[src/hw/flash_host_pkg.sv]
// Constants for the parallel flash host controller: timing and command codes.
// Assumes a 50 MHz system clock and an asynchronous x16 flash on the pins.
// Contract
// Device is active while select is low and reset_powerdown_n high.
// Idle reads drop to auto_power_saving with outputs kept valid.
// Select high means standby and data pins released.
// Program or erase continues to completion after deselect.
// reset_powerdown_n low puts the device in deep power-down.
// reset_powerdown_n falling during read deselects and floats outputs.
// Host waits read or write recovery time after raising reset_powerdown_n.
// reset_powerdown_n falling aborts program or erase; target left undefined.
// Status register clears when reset_powerdown_n goes low or power drops.
// Host holds reset_powerdown_n low while supplies ramp.
// A write needs both select and write strobe low.
// Array changes only after a full two-cycle command sequence.
// Device ignores controls while reset_powerdown_n is low.
// Host drives reset_powerdown_n from processor reset.
// Small-geometry word program ends within 200 us, typically 12 us.
// Largest-geometry word program ends within 200 us, typically 22 us.
// Host keeps device in reset through power-up and power-down.
// Leaving reset: array-read mode, status 0x80, all blocks locked.
// Address and data latched on first rising edge of strobe or select.
// Host flags word program failed after the maximum program time.
package flash_host_pkg;
	localparam int unsigned CLK_MHZ             = 50;
	localparam int unsigned READ_RECOVERY_NS    = 150;
	localparam int unsigned WRITE_RECOVERY_NS   = 150;
	localparam int unsigned WRITE_PULSE_NS      = 60;
	localparam int unsigned WRITE_HIGH_NS       = 30;
	localparam int unsigned READ_ACCESS_NS      = 80;
	localparam int unsigned RESET_LOW_NS        = 100;
	localparam int unsigned WORD_PROGRAM_MAX_US = 200;
	localparam int unsigned POLL_GAP_NS         = 60;
	// Least times round up to whole cycles
	localparam int unsigned READ_RECOVERY_CYC   = (READ_RECOVERY_NS * CLK_MHZ + 999) / 1000;
	localparam int unsigned WRITE_RECOVERY_CYC  = (WRITE_RECOVERY_NS * CLK_MHZ + 999) / 1000;
	localparam int unsigned WRITE_PULSE_CYC     = (WRITE_PULSE_NS * CLK_MHZ + 999) / 1000;
	localparam int unsigned WRITE_HIGH_CYC      = (WRITE_HIGH_NS * CLK_MHZ + 999) / 1000;
	localparam int unsigned READ_ACCESS_CYC     = (READ_ACCESS_NS * CLK_MHZ + 999) / 1000;
	localparam int unsigned RESET_LOW_CYC       = (RESET_LOW_NS * CLK_MHZ + 999) / 1000;
	localparam int unsigned POLL_GAP_CYC        = (POLL_GAP_NS * CLK_MHZ + 999) / 1000;
	localparam int unsigned WORD_PROGRAM_CYC    = WORD_PROGRAM_MAX_US * CLK_MHZ;
	localparam logic [15:0] CMD_PROGRAM         = 16'h0040;
	localparam logic [15:0] CMD_READ_ARRAY      = 16'h00ff;
	localparam logic [15:0] CMD_READ_STATUS     = 16'h0070;
	localparam logic [15:0] CMD_CLEAR_STATUS    = 16'h0050;
	localparam logic [15:0] STATUS_READY        = 16'h0080;
	localparam int unsigned STATUS_READY_BIT    = 7;
	localparam logic [7:0]  STATUS_ERR_MASK     = 8'h1a;
	typedef enum logic [3:0] {
		ST_PWRDN  = 4'h0,
		ST_RECOV  = 4'h1,
		ST_IDLE   = 4'h2,
		ST_READ   = 4'h3,
		ST_WLOW   = 4'h4,
		ST_WHIGH  = 4'h5,
		ST_POLL   = 4'h6,
		ST_PGAP   = 4'h7,
		ST_DONE   = 4'h8
	} state_t;
endpackage

[src/hw/cycle_timer.sv]
// Down-counting delay timer used for every state wait of the flash host; the program watchdog has its own counter.
// Same clock as its user; load is a single-cycle level term, expiry a level held until the next load.
`timescale 1ns/1ps
module cycle_timer #(
	parameter int unsigned WIDTH = 16
) (
	input  wire logic             clk,
	input  wire logic             rst,
	input  wire logic             load,
	input  wire logic [WIDTH-1:0] count,
	output logic                  expired
);
	logic [WIDTH-1:0] cnt_q;
	logic [WIDTH-1:0] cnt_d;

	// A load wins over counting so a fresh wait always starts clean
	assign cnt_d   = load ? count : ((cnt_q != '0) ? cnt_q - 1'b1 : cnt_q);
	// Expiry looks at the register only: the user loads on expiry, so a load term here would loop
	assign expired = (cnt_q == '0);

	// Counter register
	always_ff @(posedge clk or posedge rst)
	begin
		if (rst)
			cnt_q <= '0;
		else
			cnt_q <= cnt_d;
	end
endmodule

[src/hw/flash_host.sv]
// Host controller for an asynchronous parallel NOR flash: reads, word program, power-down.
// User side is a single-request handshake; flash pins are driven from flops.
`timescale 1ns/1ps
module flash_host #(
	parameter int unsigned ADDR_W      = 22,
	parameter int unsigned PROG_CYCLES = flash_host_pkg::WORD_PROGRAM_CYC
) (
	input  wire logic              clk,
	input  wire logic              rst,
	input  wire logic              req_valid,
	output logic                   req_ready,
	input  wire logic              req_write,
	input  wire logic [ADDR_W-1:0] req_addr,
	input  wire logic [15:0]       req_wdata,
	output logic                   rsp_valid,
	output logic [15:0]            rsp_rdata,
	output logic                   rsp_error,
	input  wire logic              powerdown,
	output logic                   reset_powerdown_n,
	output logic                   chip_select_n,
	output logic                   output_enable_n,
	output logic                   write_strobe_n,
	output logic [ADDR_W-1:0]      flash_addr,
	output logic [15:0]            dq_out,
	output logic                   dq_oe,
	input  wire logic [15:0]       dq_in
);
	localparam int unsigned TW = 24;
	flash_host_pkg::state_t state_q;
	flash_host_pkg::state_t state_d;
	logic [15:0]       dq_s1_q;
	logic [15:0]       dq_s2_q;
	logic              step_q;
	logic              rpn_q;
	logic              cs_n_q;
	logic              oe_n_q;
	logic              we_n_q;
	logic              dq_oe_q;
	logic [ADDR_W-1:0] addr_q;
	logic [15:0]       dout_q;
	logic [15:0]       wdata_q;
	logic [15:0]       rdata_q;
	logic              err_q;
	logic              rsp_q;
	logic [TW-1:0]     guard_q;
	logic              tmr_load;
	logic [TW-1:0]     tmr_count;
	logic              tmr_done;
	logic              take;
	logic              ready_bit;
	logic              guard_out;
	logic              stat_err;

	// Pin data crosses from the flash, so it is synchronised before use
	always_ff @(posedge clk or posedge rst)
	begin
		if (rst)
		begin
			dq_s1_q <= 16'h0000;
			dq_s2_q <= 16'h0000;
		end
		else
		begin
			dq_s1_q <= dq_in;
			dq_s2_q <= dq_s1_q;
		end
	end

	cycle_timer #(.WIDTH(TW)) u_timer (
		.clk     (clk),
		.rst     (rst),
		.load    (tmr_load),
		.count   (tmr_count),
		.expired (tmr_done)
	);

	// Request accepted only in idle and when not asked to power down
	assign req_ready = (state_q == flash_host_pkg::ST_IDLE) && !powerdown;
	assign take      = req_valid && req_ready;
	assign ready_bit = dq_s2_q[flash_host_pkg::STATUS_READY_BIT];
	assign stat_err  = (dq_s2_q[7:0] & flash_host_pkg::STATUS_ERR_MASK) != 8'h00;
	assign guard_out = (guard_q == '0);

	// Sequencer; reset_powerdown_n is held low in reset so supply ramps stay masked
	always_comb
	begin
		state_d   = state_q;
		tmr_load  = 1'b0;
		tmr_count = '0;
		unique case (state_q)
			flash_host_pkg::ST_PWRDN:
				if (!powerdown && tmr_done)
				begin
					state_d   = flash_host_pkg::ST_RECOV;
					tmr_load  = 1'b1;
					tmr_count = TW'(flash_host_pkg::WRITE_RECOVERY_CYC > flash_host_pkg::READ_RECOVERY_CYC ?
						flash_host_pkg::WRITE_RECOVERY_CYC : flash_host_pkg::READ_RECOVERY_CYC);
				end
			flash_host_pkg::ST_RECOV:
				if (tmr_done)
					state_d = flash_host_pkg::ST_IDLE;
			flash_host_pkg::ST_IDLE:
				if (powerdown)
				begin
					state_d   = flash_host_pkg::ST_PWRDN;
					tmr_load  = 1'b1;
					tmr_count = TW'(flash_host_pkg::RESET_LOW_CYC);
				end
				else if (take && req_write)
				begin
					state_d   = flash_host_pkg::ST_WLOW;
					tmr_load  = 1'b1;
					tmr_count = TW'(flash_host_pkg::WRITE_PULSE_CYC);
				end
				else if (take)
				begin
					state_d   = flash_host_pkg::ST_READ;
					tmr_load  = 1'b1;
					tmr_count = TW'(flash_host_pkg::READ_ACCESS_CYC + 2);   // Two extra for the synchroniser
				end
			flash_host_pkg::ST_READ:
				if (tmr_done)
					state_d = flash_host_pkg::ST_DONE;
			flash_host_pkg::ST_WLOW:
				if (tmr_done)
				begin
					state_d   = flash_host_pkg::ST_WHIGH;
					tmr_load  = 1'b1;
					tmr_count = TW'(flash_host_pkg::WRITE_HIGH_CYC);
				end
			flash_host_pkg::ST_WHIGH:
				if (tmr_done && !step_q)
				begin
					state_d   = flash_host_pkg::ST_WLOW;
					tmr_load  = 1'b1;
					tmr_count = TW'(flash_host_pkg::WRITE_PULSE_CYC);
				end
				else if (tmr_done)
				begin
					state_d   = flash_host_pkg::ST_POLL;
					tmr_load  = 1'b1;
					tmr_count = TW'(flash_host_pkg::READ_ACCESS_CYC + 2);
				end
			flash_host_pkg::ST_POLL:
				if (tmr_done && (ready_bit || guard_out))
					state_d = flash_host_pkg::ST_DONE;
				else if (tmr_done)
				begin
					state_d   = flash_host_pkg::ST_PGAP;
					tmr_load  = 1'b1;
					tmr_count = TW'(flash_host_pkg::POLL_GAP_CYC);
				end
			flash_host_pkg::ST_PGAP:
				if (tmr_done)
				begin
					state_d   = flash_host_pkg::ST_POLL;
					tmr_load  = 1'b1;
					tmr_count = TW'(flash_host_pkg::READ_ACCESS_CYC + 2);
				end
			flash_host_pkg::ST_DONE:
				state_d = flash_host_pkg::ST_IDLE;
			default:
				state_d = flash_host_pkg::ST_PWRDN;
		endcase
	end

	// State register; reset starts in power-down so the flash follows system reset
	always_ff @(posedge clk or posedge rst)
	begin
		if (rst)
			state_q <= flash_host_pkg::ST_PWRDN;
		else
			state_q <= state_d;
	end

	// Pin drive: select and strobe low together only for a write pulse
	always_ff @(posedge clk or posedge rst)
	begin
		if (rst)
		begin
			rpn_q   <= 1'b0;
			cs_n_q  <= 1'b1;
			oe_n_q  <= 1'b1;
			we_n_q  <= 1'b1;
			dq_oe_q <= 1'b0;
		end
		else
		begin
			rpn_q   <= (state_d != flash_host_pkg::ST_PWRDN);
			cs_n_q  <= !(state_d inside {flash_host_pkg::ST_READ, flash_host_pkg::ST_WLOW,
				flash_host_pkg::ST_POLL});
			oe_n_q  <= !(state_d inside {flash_host_pkg::ST_READ, flash_host_pkg::ST_POLL});
			we_n_q  <= (state_d != flash_host_pkg::ST_WLOW);
			dq_oe_q <= (state_d inside {flash_host_pkg::ST_WLOW, flash_host_pkg::ST_WHIGH});
		end
	end

	// Address, write data and command step; the first pulse is the program setup
	always_ff @(posedge clk or posedge rst)
	begin
		if (rst)
		begin
			addr_q  <= '0;
			dout_q  <= 16'h0000;
			wdata_q <= 16'h0000;
			step_q  <= 1'b0;
		end
		else if (take)
		begin
			addr_q  <= req_addr;
			wdata_q <= req_wdata;
			dout_q  <= req_write ? flash_host_pkg::CMD_PROGRAM : flash_host_pkg::CMD_READ_ARRAY;
			step_q  <= 1'b0;
		end
		else if (state_q == flash_host_pkg::ST_WHIGH && state_d == flash_host_pkg::ST_WLOW)
		begin
			dout_q <= wdata_q;
			step_q <= 1'b1;
		end
	end

	// Program watchdog: counts from the move into polling, after the high time that follows the second strobe
	always_ff @(posedge clk or posedge rst)
	begin
		if (rst)
			guard_q <= '0;
		else if (state_q == flash_host_pkg::ST_WHIGH && state_d == flash_host_pkg::ST_POLL)
			guard_q <= TW'(PROG_CYCLES);
		else if (!guard_out)
			guard_q <= guard_q - 1'b1;
	end

	// Response capture; a timeout or status error bit marks the program failed
	always_ff @(posedge clk or posedge rst)
	begin
		if (rst)
		begin
			rdata_q <= 16'h0000;
			err_q   <= 1'b0;
			rsp_q   <= 1'b0;
		end
		else
		begin
			rsp_q <= (state_d == flash_host_pkg::ST_DONE);
			if (state_d == flash_host_pkg::ST_DONE)
			begin
				rdata_q <= dq_s2_q;
				err_q   <= (state_q == flash_host_pkg::ST_POLL) && (!ready_bit || stat_err);
			end
		end
	end

	assign reset_powerdown_n = rpn_q;
	assign chip_select_n     = cs_n_q;
	assign output_enable_n   = oe_n_q;
	assign write_strobe_n    = we_n_q;
	assign flash_addr        = addr_q;
	assign dq_out            = dout_q;
	assign dq_oe             = dq_oe_q;
	assign rsp_valid         = rsp_q;
	assign rsp_rdata         = rdata_q;
	assign rsp_error         = err_q;

	// Recovery count seen from the host pins
	logic [7:0] rec_q;
	always_ff @(posedge clk or posedge rst)
	begin
		if (rst)
			rec_q <= 8'h00;
		else if (!rpn_q)
			rec_q <= 8'h00;
		else if (rec_q != 8'hff)
			rec_q <= rec_q + 8'h01;
	end

	recovery_wait_a: assert property (@(posedge clk) disable iff (rst)
		$fell(chip_select_n) |-> rec_q >= 8'(flash_host_pkg::READ_RECOVERY_CYC))
		else $error("access started inside recovery time");
	write_gating_a: assert property (@(posedge clk) disable iff (rst)
		!write_strobe_n |-> !chip_select_n && output_enable_n && dq_oe)
		else $error("write strobe without select or with output enable");
	powerdown_quiet_a: assert property (@(posedge clk) disable iff (rst)
		!reset_powerdown_n |-> chip_select_n && write_strobe_n && !dq_oe)
		else $error("controls active during power-down");
	bus_contention_a: assert property (@(posedge clk) disable iff (rst)
		!(dq_oe && !output_enable_n))
		else $error("host drives data while flash outputs enabled");
	two_cycle_a: assert property (@(posedge clk) disable iff (rst)
		$fell(write_strobe_n) && dq_out != flash_host_pkg::CMD_PROGRAM |-> $past(step_q) == 1'b0 ##0 step_q)
		else $error("data write without setup cycle");
	reset_low_a: assert property (@(posedge clk) disable iff (rst)
		$fell(reset_powerdown_n) |-> !reset_powerdown_n [*5])
		else $error("reset_powerdown_n low pulse too short");
	timeout_error_a: assert property (@(posedge clk) disable iff (rst)
		state_q == flash_host_pkg::ST_POLL && guard_out && tmr_done && !ready_bit |=> rsp_valid && rsp_error)
		else $error("program timeout not reported");
	pulse_width_a: assert property (@(posedge clk) disable iff (rst)
		$fell(write_strobe_n) |-> !write_strobe_n [*3])
		else $error("write pulse too short");
	read_cover: cover property (@(posedge clk) disable iff (rst) take && !req_write);
	prog_cover: cover property (@(posedge clk) disable iff (rst) rsp_valid && !rsp_error && step_q);
	fail_cover: cover property (@(posedge clk) disable iff (rst) rsp_valid && rsp_error);
	pd_cover:   cover property (@(posedge clk) disable iff (rst) $rose(reset_powerdown_n));
endmodule

[config.mk]
export PLATFORM = sky130hd
export DESIGN_NAME = flash_host
export DESIGN_NICKNAME = d
export VERILOG_FILES = /design/src/hw/flash_host_pkg.sv /design/src/hw/cycle_timer.sv /design/src/hw/flash_host.sv
export SDC_FILE = /design/constraint.sdc
export NUM_CORES = 1
export LEC_CHECK = 0
export ABC_AREA = 1
export BUFFER_PORTS_ARGS = -buffer_cell sky130_fd_sc_hd__buf_2
export CAP_MARGIN = 15
export CORE_ASPECT_RATIO = 0.6
export CORE_UTILIZATION = 29
export DETAILED_ROUTE_END_ITERATION = 7
export SYNTH_ARGS = -nofsm -noshare
export SYNTH_HDL_FRONTEND = slang
export SYNTH_SLANG_ARGS = --single-unit
export TNS_END_PERCENT = 100
[constraint.sdc]
create_clock -name clk -period 5.85 [get_ports clk]
set_input_delay 0.2925 -clock clk [delete_from_list [all_inputs] [get_ports clk]]
set_output_delay 0.2925 -clock clk [all_outputs]
set_load 0.005 [all_outputs]
After elaboration in Yosys (flattened, before gate mapping)

Index checks and enable logic that the tools add are counted.

Register bits after elaboration: 162
Bits in latches: 0
Memory bits (writable): 0
Bits in read-only memories: 0
Input port bits: 59
Output and inout port bits: 62
Logic and storage cells: 101
Memories: 0

$add $sub $neg: 2
Multipliers: 0
Div/mod/pow operators: 0
$lt $le $gt $ge: 0
Eq/ne operators: 15
Shifts and indexed selects: 0
Mux-type cells: 39
Bitwise logic cells: 0
Reduce and logical (&&, ||, !) cells: 28

Operators by type and width:

| kind                                               | count |
|---|---|
| 2-to-1 mux 24 bit                                  | 4 |
| logical NOT 24 bit                                 | 2 |
| 2-to-1 mux 4 bit                                   | 12 |
| subtractor 24 x 1 -> 24 bit, second input constant | 2 |
| case mux 4 bit (9 select lines)                    | 1 |
| 2-to-1 mux 16 bit                                  | 2 |
| == test 4 x 3 -> 1 bit, second input constant      | 7 |
| case mux 4 bit (6 select lines)                    | 1 |
| nonzero test 24 bit                                | 1 |
| 2-to-1 mux 3 bit                                   | 5 |
| == test 4 x 2 -> 1 bit, second input constant      | 3 |
| logical AND 1 bit                                  | 9 |
| 2-to-1 mux 1 bit                                   | 9 |
| == test 4 bit, second input constant               | 2 |
| 2-to-1 mux 8 bit                                   | 1 |
| nonzero test 2 bit                                 | 4 |
| nonzero test 8 bit                                 | 1 |
| 2-to-1 mux 2 bit                                   | 3 |
| logical NOT 1 bit                                  | 5 |
| case mux 1 bit (5 select lines)                    | 1 |
| == test 4 x 1 -> 1 bit, second input constant      | 1 |
| logical NOT 4 bit                                  | 1 |
| != test 4 x 3 -> 1 bit, second input constant      | 1 |
| nonzero test 4 bit                                 | 1 |
| other kinds (4)                                    | 5 |

Logic depth before layout (Yosys ltp)

Depth after elaboration: 11
Gate-level depth with buffers: 16
Depth with buffers taken out: 16

Hierarchy

A second synthesis with hierarchy kept.

Cell total of the unflattened synthesis: 820
Area total of the unflattened synthesis: 7089.3 µm²

By module, submodules not included:

| module      | instances | cells an instance | area an instance (µm²) | seq. area each (µm²) |
|---|---|---|---|---|
| flash_host  | 1         | 578               | 5456.5                 | 3457.1 |
| cycle_timer | 1         | 242               | 1632.8                 | 600.6 |

Worst setup path before layout

No wires, ideal clock.

Path type: register -> register
Start point: register u_timer.cnt_q[8]
End point: register dout_q[0] (netlist: dq_out[0])
Setup time: 117 ps
Arrival time: 2009 ps
Data required time: 5733 ps
Slack: 3724 ps
Stages on the path, launching flop included: 14
Buffers on the path: 1
Clock period less this slack: 2126 ps
Cell sequence: dfrtp_1 -> nor2_1 -> nand2_1 -> nor2_2 -> nand2_1 -> nor2_4 -> inv_1 -> nand2_1 -> nand3_1 -> nor2_4 -> nand3_4 -> buf_6 -> nand3_1 -> nand2_1

Cells in the longest elaborated chain, start to end: 7
Elaborated cells on any way between the ends: 16
Classes of those cells: eq/ne (1); mux (9); reduce/logical (6)

RTL lines:

| item                                       | line                                                   | source |
|---|---|---|
| start: declaration                         | cycle_timer.sv:13                                      | `logic [WIDTH-1:0] cnt_q;` |
| start signal: assignment                   | cycle_timer.sv:27                                      | `cnt_q <= cnt_d;` |
| logical NOT 24 bit (*)                     | cycle_timer.sv:19                                      | `assign expired = (cnt_q == '0);` |
| 2-to-1 mux 4 bit (tied with other cells)   | flash_host.sv:147                                      | `else if (tmr_done)` |
| 2-to-1 mux 4 bit, on equally long branches | flash_host.sv:145, flash_host.sv:92, flash_host.sv:132 |  |
| case mux 4 bit (9 select lines) (*)        | flash_host.sv:90                                       | `unique case (state_q)` |
| == test 4 x 3 -> 1 bit (*)                 | flash_host.sv:215                                      | `else if (state_q == flash_host_pkg::ST_WHIGH && state_d == flash_host_pkg::ST_WLOW)` |
| logical AND 1 bit (*)                      | flash_host.sv:215                                      |  |
| nonzero test 2 bit (no source line) (*)    | -                                                      |  |
| end signal: assignment                     | flash_host.sv:212                                      | `dout_q <= req_write ? flash_host_pkg::CMD_PROGRAM : flash_host_pkg::CMD_READ_ARRAY;` |
| end signal: assignment                     | flash_host.sv:217                                      | `dout_q <= wdata_q;` |
| end: declaration                           | flash_host.sv:40                                       | `logic [15:0] dout_q;` |

Mark *: on every way between the ends. The rest lies on a longest branch, timed or not.
A chain may end at the register's enable or synchronous reset.

Final worst setup path

Start point: register guard_q[0]
End point: register u_timer.cnt_q[1]

Cells in the longest elaborated chain, start to end: 6
Elaborated cells on any way between the ends: 9
Classes of those cells: mux (5); reduce/logical (4)

RTL lines:

| item                                                                                      | line              | source |
|---|---|---|
| start: declaration                                                                        | flash_host.sv:45  | `logic [TW-1:0] guard_q;` |
| start signal: assignment                                                                  | flash_host.sv:228 | `guard_q <= TW'(PROG_CYCLES);` |
| start signal: assignment                                                                  | flash_host.sv:230 | `guard_q <= guard_q - 1'b1;` |
| logical NOT 24 bit (*)                                                                    | flash_host.sv:82  | `assign guard_out = (guard_q == '0);` |
| logical OR 1 bit (*)                                                                      | flash_host.sv:145 | `if (tmr_done && (ready_bit \|\| guard_out))` |
| logical AND 1 bit (*)                                                                     | flash_host.sv:145 |  |
| 2-to-1 mux 2 bit / 2-to-1 mux 1 bit (equally long branches)                               | flash_host.sv:145 |  |
| case mux 4 bit (6 select lines) / case mux 1 bit (5 select lines) (equally long branches) | flash_host.sv:90  |  |
| 2-to-1 mux 24 bit / nonzero test 2 bit (equally long branches)                            | -                 |  |

Marks and branches as above.

==> impl_metrics.prom <==
# TYPE chip_impl_metric gauge
chip_impl_metric{name="arrival",unit="ns"} 3.53
chip_impl_metric{name="power_leakage",unit="nW"} 4.654
chip_impl_metric{name="chipWidth",unit="µm"} 201.0
chip_impl_metric{name="synth.lib_cells_used.distinct",unit=""} 46
chip_impl_metric{name="maxSlewViolCount",unit=""} 0
chip_impl_metric{name="power.clock.fraction",unit=""} 0.314
chip_impl_metric{name="dr_total_vias",unit=""} 5485
chip_impl_metric{name="cap_viol_max_count",unit=""} 0
chip_impl_metric{name="port-buffer-count",unit=""} 120
chip_impl_metric{name="worst_skew_pair.late_latency",unit="ns"} 0.43
chip_impl_metric{name="wirelength",unit="µm"} 15740
chip_impl_metric{name="area_growth",unit="%"} 25.56
chip_impl_metric{name="critPathMaxFanout",unit=""} 19
chip_impl_info{name="worstHoldPathType",value="in -> async"} 1
chip_impl_metric{name="post-route-drc-count",unit=""} 0
chip_impl_metric{name="synth-seq-cells",unit=""} 162
chip_impl_metric{name="setup_total_negative_slack",unit="ns"} 0
chip_impl_metric{name="initial_core_util",unit=""} 0.2973
chip_impl_metric{name="actual_slew_at_the_worst_max_slew_pin",unit="ns"} 0.9161
chip_impl_metric{name="timing.max_slew.rel_slack",unit=""} 0.3892
chip_impl_metric{name="combinationalPowerShare",unit=""} 0.263
chip_impl_metric{name="avgRoutedWirePerCell",unit="µm"} 12.54
chip_impl_info{name="rsz0062_at_grt",value="false"} 1
chip_impl_metric{name="grt_pass1_wl",unit="µm"} 26450
chip_impl_metric{name="syn-instance-count",unit=""} 785
chip_impl_metric{name="drtPass1Iterations",unit=""} 5
chip_impl_metric{name="placement_rows",unit=""} 43
chip_impl_metric{name="synth.yosys.seq_area_share",unit=""} 0.5887
chip_impl_info{name="most_common_library_cell_in_the_layout_ignoring_fill_and_taps",value="sky130_fd_sc_hd__nand2_1"} 1
chip_impl_metric{name="reg2reg_depth",unit=""} 13
chip_impl_metric{name="ctsHtreeMaxLevel",unit=""} 4
chip_impl_metric{name="net_switching_power_figure",unit="mW"} 1.294
chip_impl_metric{name="max-clock-path-buffers",unit=""} 2
chip_impl_metric{name="rrSetupSlack",unit="ns"} 2.62
chip_impl_info{name="critPathKind",value="reg -> reg"} 1
chip_impl_metric{name="vdd_drop_max",unit="µV"} 213.1
chip_impl_metric{name="synth-edff-count",unit=""} 0
chip_impl_metric{name="synthesis.area_per_instance",unit="µm²"} 8.781
chip_impl_metric{name="whs",unit="ns"} 0.02870
chip_impl_metric{name="cts.sink_count",unit=""} 162
chip_impl_metric{name="post_route_cells_drive_above_1_share",unit=""} 0.2000
chip_impl_metric{name="fin_nets",unit=""} 989
chip_impl_metric{name="clk_transition_reported_paths",unit="ns"} 0.06
chip_impl_metric{name="antenna_found_initial",unit=""} 2
chip_impl_metric{name="drt.antenna.violating_nets",unit=""} 0
chip_impl_metric{name="timing.final.setup_violations",unit=""} 0
chip_impl_metric{name="yosys_warnings",unit=""} 0
chip_impl_metric{name="design.die.area",unit="µm²"} 24410
chip_impl_metric{name="place.detailed.hpwl",unit="µm"} 10900
chip_impl_info{name="status",value="finished, final reports clean"} 1
chip_impl_metric{name="core_area",unit="µm²"} 23190
chip_impl_metric{name="post_placement_setup_slack",unit="ns"} 2.634
chip_impl_metric{name="post_route_skew",unit="ns"} 0.01249
chip_impl_info{name="synth_flop_cell",value="sky130_fd_sc_hd__dfrtp_1"} 1
chip_impl_metric{name="first_global_vias",unit=""} 5110
chip_impl_metric{name="hold_violations",unit=""} 0
chip_impl_metric{name="timing.final.crit_share",unit=""} 0.5514
chip_impl_metric{name="tritoncts.num_buffers",unit=""} 17
chip_impl_metric{name="worst_ep_required_time",unit="ns"} 6.15
chip_impl_metric{name="internal_power",unit="mW"} 2.580
chip_impl_metric{name="layout_setup_ws",unit="ns"} 2.624
chip_impl_metric{name="swShare",unit=""} 0.3341
chip_impl_metric{name="num_io_pins",unit=""} 121
chip_impl_metric{name="total_power",unit="mW"} 3.874
chip_impl_info{name="timing.critical_path.to_type",value="flip-flop"} 1
chip_impl_info{name="clk_root_buffer_cell",value="sky130_fd_sc_hd__clkbuf_16"} 1
chip_impl_metric{name="globalplace.congestion",unit=""} 0.8910
chip_impl_metric{name="asyncSetResetFlopFracSynth",unit=""} 1.000
chip_impl_info{name="worstSetupStartpointType",value="flip-flop"} 1
chip_impl_metric{name="area_of_the_mapped_netlist",unit="µm²"} 6893
chip_impl_metric{name="sequentialPowerShare",unit=""} 0.423
chip_impl_metric{name="die-height",unit="µm"} 121.4
chip_impl_metric{name="synth_fp_nets",unit=""} 847
chip_impl_metric{name="grt_overflow_total",unit=""} 0
chip_impl_metric{name="cts_setup_buffers",unit=""} 0
chip_impl_info{name="tritoncts",value="built"} 1
chip_impl_metric{name="antennaDiodeCount",unit=""} 0
chip_impl_metric{name="period_needed",unit="ns"} 3.226
chip_impl_metric{name="p_per_area",unit="nW/µm²"} 447.6
chip_impl_metric{name="highest_clock_rate",unit="MHz"} 310.0
chip_impl_metric{name="drt_iter0_drc",unit=""} 322
chip_impl_metric{name="grt_start_max_net_pins",unit=""} 89
chip_impl_metric{name="avgViaCountPerCell",unit=""} 4.371
chip_impl_metric{name="grt_usage",unit=""} 0.1368
chip_impl_info{name="layout.cells.most_common_list",value="sky130_fd_sc_hd__nand2_1, sky130_fd_sc_hd__dfrtp_1, sky130_fd_sc_hd__buf_2"} 1
==> state kept, by name, summed over array words and instances, names as in the netlist, 16 cells and up <==
name           cells
guard_q           24
u_timer.cnt_q     24
dq_s1_q           16
rsp_rdata         16
dq_out            16
flash_addr        22
dq_s2_q           16
wdata_q           16
==> final cells by class <==
cell class | instances | area [µm²]
Fill cell | 2327 | 14530
Multi-Input combinational cell | 520 | 2440
Inverter | 86 | 327.8
Sequential cell | 162 | 4058
Tap cell | 315 | 394.1
Timing Repair Buffer | 140 | 790.8
Clock buffer | 17 | 425.4
Clock inverter | 15 | 219.0
==> power groups by stage <==
stage | registers (mW) | clock network [mW] | logic (mW)
after floorplan | 1.63 | 0 | 0.683
after global placement | 1.65 | 0 | 1.00
after detailed placement | 1.65 | 0 | 1.02
after CTS | 1.64 | 1.25 | 1.03
after global routing | 1.68 | 1.29 | 1.19
final | 1.64 | 1.22 | 1.02
==> cells by family (layout without fill, tap and decap cells) <==
family / Yosys count / in the layout / synth area share
adders and majority gates: 3 / 3 / 0.005446
xor gates and xnor gates: 16 / 16 / 0.02033
AOI/OAI and AO/OA: 75 / 75 / 0.06553
and+or+nand+nor: 426 / 426 / 0.2627
buffers and inverters: 103 / 258 / 0.05736
DFF: 162 / 162 / 0.5887
==> worst max-delay path, cell delays in order, from the launching register on <==
cell,delay [ns]
sky130_fd_sc_hd__dfrtp_1,0.36
sky130_fd_sc_hd__inv_1,0.10
sky130_fd_sc_hd__ha_1,0.20
sky130_fd_sc_hd__nand2_1,0.12
sky130_fd_sc_hd__nor2_1,0.24
sky130_fd_sc_hd__nand3_1,0.36
sky130_fd_sc_hd__nand2_1,0.20
sky130_fd_sc_hd__inv_1,0.09
sky130_fd_sc_hd__o211ai_1,0.22
sky130_fd_sc_hd__nand2_1,0.44
sky130_fd_sc_hd__inv_1,0.44
sky130_fd_sc_hd__nand2_1,0.15
sky130_fd_sc_hd__o21ai_0,0.09
sky130_fd_sc_hd__o21ai_0,0.10
==> synth_stat cells (2+ instances only) <==
cell / instances / area [µm²]
sky130_fd_sc_hd__nand2_1: 250 / 938.4
sky130_fd_sc_hd__dfrtp_1: 159 / 3979
sky130_fd_sc_hd__inv_1: 81 / 304.0
sky130_fd_sc_hd__nor2_1: 80 / 300.3
sky130_fd_sc_hd__nand3_1: 45 / 225.2
sky130_fd_sc_hd__o21ai_0: 29 / 145.1
sky130_fd_sc_hd__a21oi_1: 19 / 95.09
sky130_fd_sc_hd__nor3_1: 16 / 80.08
sky130_fd_sc_hd__xor2_1: 15 / 131.4
sky130_fd_sc_hd__clkbuf_1: 14 / 52.55
sky130_fd_sc_hd__or2_2: 9 / 56.30
sky130_fd_sc_hd__nand4_1: 7 / 43.79
sky130_fd_sc_hd__a211oi_1: 5 / 37.54
sky130_fd_sc_hd__a31oi_1: 4 / 25.02
sky130_fd_sc_hd__inv_2: 4 / 15.01
sky130_fd_sc_hd__dfstp_2: 3 / 78.83
sky130_fd_sc_hd__ha_1: 3 / 37.54
sky130_fd_sc_hd__nand2_2: 3 / 18.77
sky130_fd_sc_hd__nand3b_1: 3 / 22.52
sky130_fd_sc_hd__nor2_4: 3 / 33.78
sky130_fd_sc_hd__nand3_2: 2 / 20.02
sky130_fd_sc_hd__nor2_2: 2 / 12.51
sky130_fd_sc_hd__nor4_1: 2 / 12.51
sky130_fd_sc_hd__o211ai_1: 2 / 15.01
sky130_fd_sc_hd__o21a_1: 2 / 15.01
sky130_fd_sc_hd__o221a_2: 2 / 22.52
sky130_fd_sc_hd__o31ai_1: 2 / 15.01
==> final timing paths <==
check                                       startpoint                           end
worst max-delay path            guard_q[0]$_DFFE_PP0P_  u_timer.cnt_q[1]$_DFFE_PP0P_
worst min-delay path                               rst         dq_s2_q[13]$_DFF_PP0_
worst max register to register  guard_q[0]$_DFFE_PP0P_  u_timer.cnt_q[1]$_DFFE_PP0P_
worst min register to register    dq_s1_q[5]$_DFF_PP0_          dq_s2_q[5]$_DFF_PP0_
max in group asynchronous                          rst       guard_q[10]$_DFFE_PP0P_
min in group clk                          req_addr[21]    flash_addr[21]$_DFFE_PP0P_
==> per-layer routing <==
metal  GRT usage  wire, µm  vias to the layer above
li1            -         -                     2770
met1      0.2049      8119                     2543
met2      0.1810      6319                      148
met3     0.04538      1104                       20
met4     0.04294       164                        4
met5           0        27                        -
==> repair_timing <==
| item | CTS | global route |
|---|---|---|
| resized for setup | 0 | 0 |
| endpoints found under the hold margin | 16 | 0 |
| setup endpoints to repair | 0 | 0 |
| hold buffers | 16 | 0 |
==> per-stage QoR <==
| stage | instances | utilization | instance area (µm²) |
|---|---|---|---|
| 2_1_floorplan | 785 | - | 6893 |
| 3_3_place_gp | 1207 | 0.3385 | 7850 |
| 3_5_place_dp | 1207 | 0.3385 | 7850 |
| 4_1_cts | 1255 | 0.3732 | 8655 |
| 5_1_grt | 1255 | 0.3732 | 8655 |
| 6_report | 1255 | 0.3732 | 8655 |
Note: power is estimated with default switching activity, not from simulation.
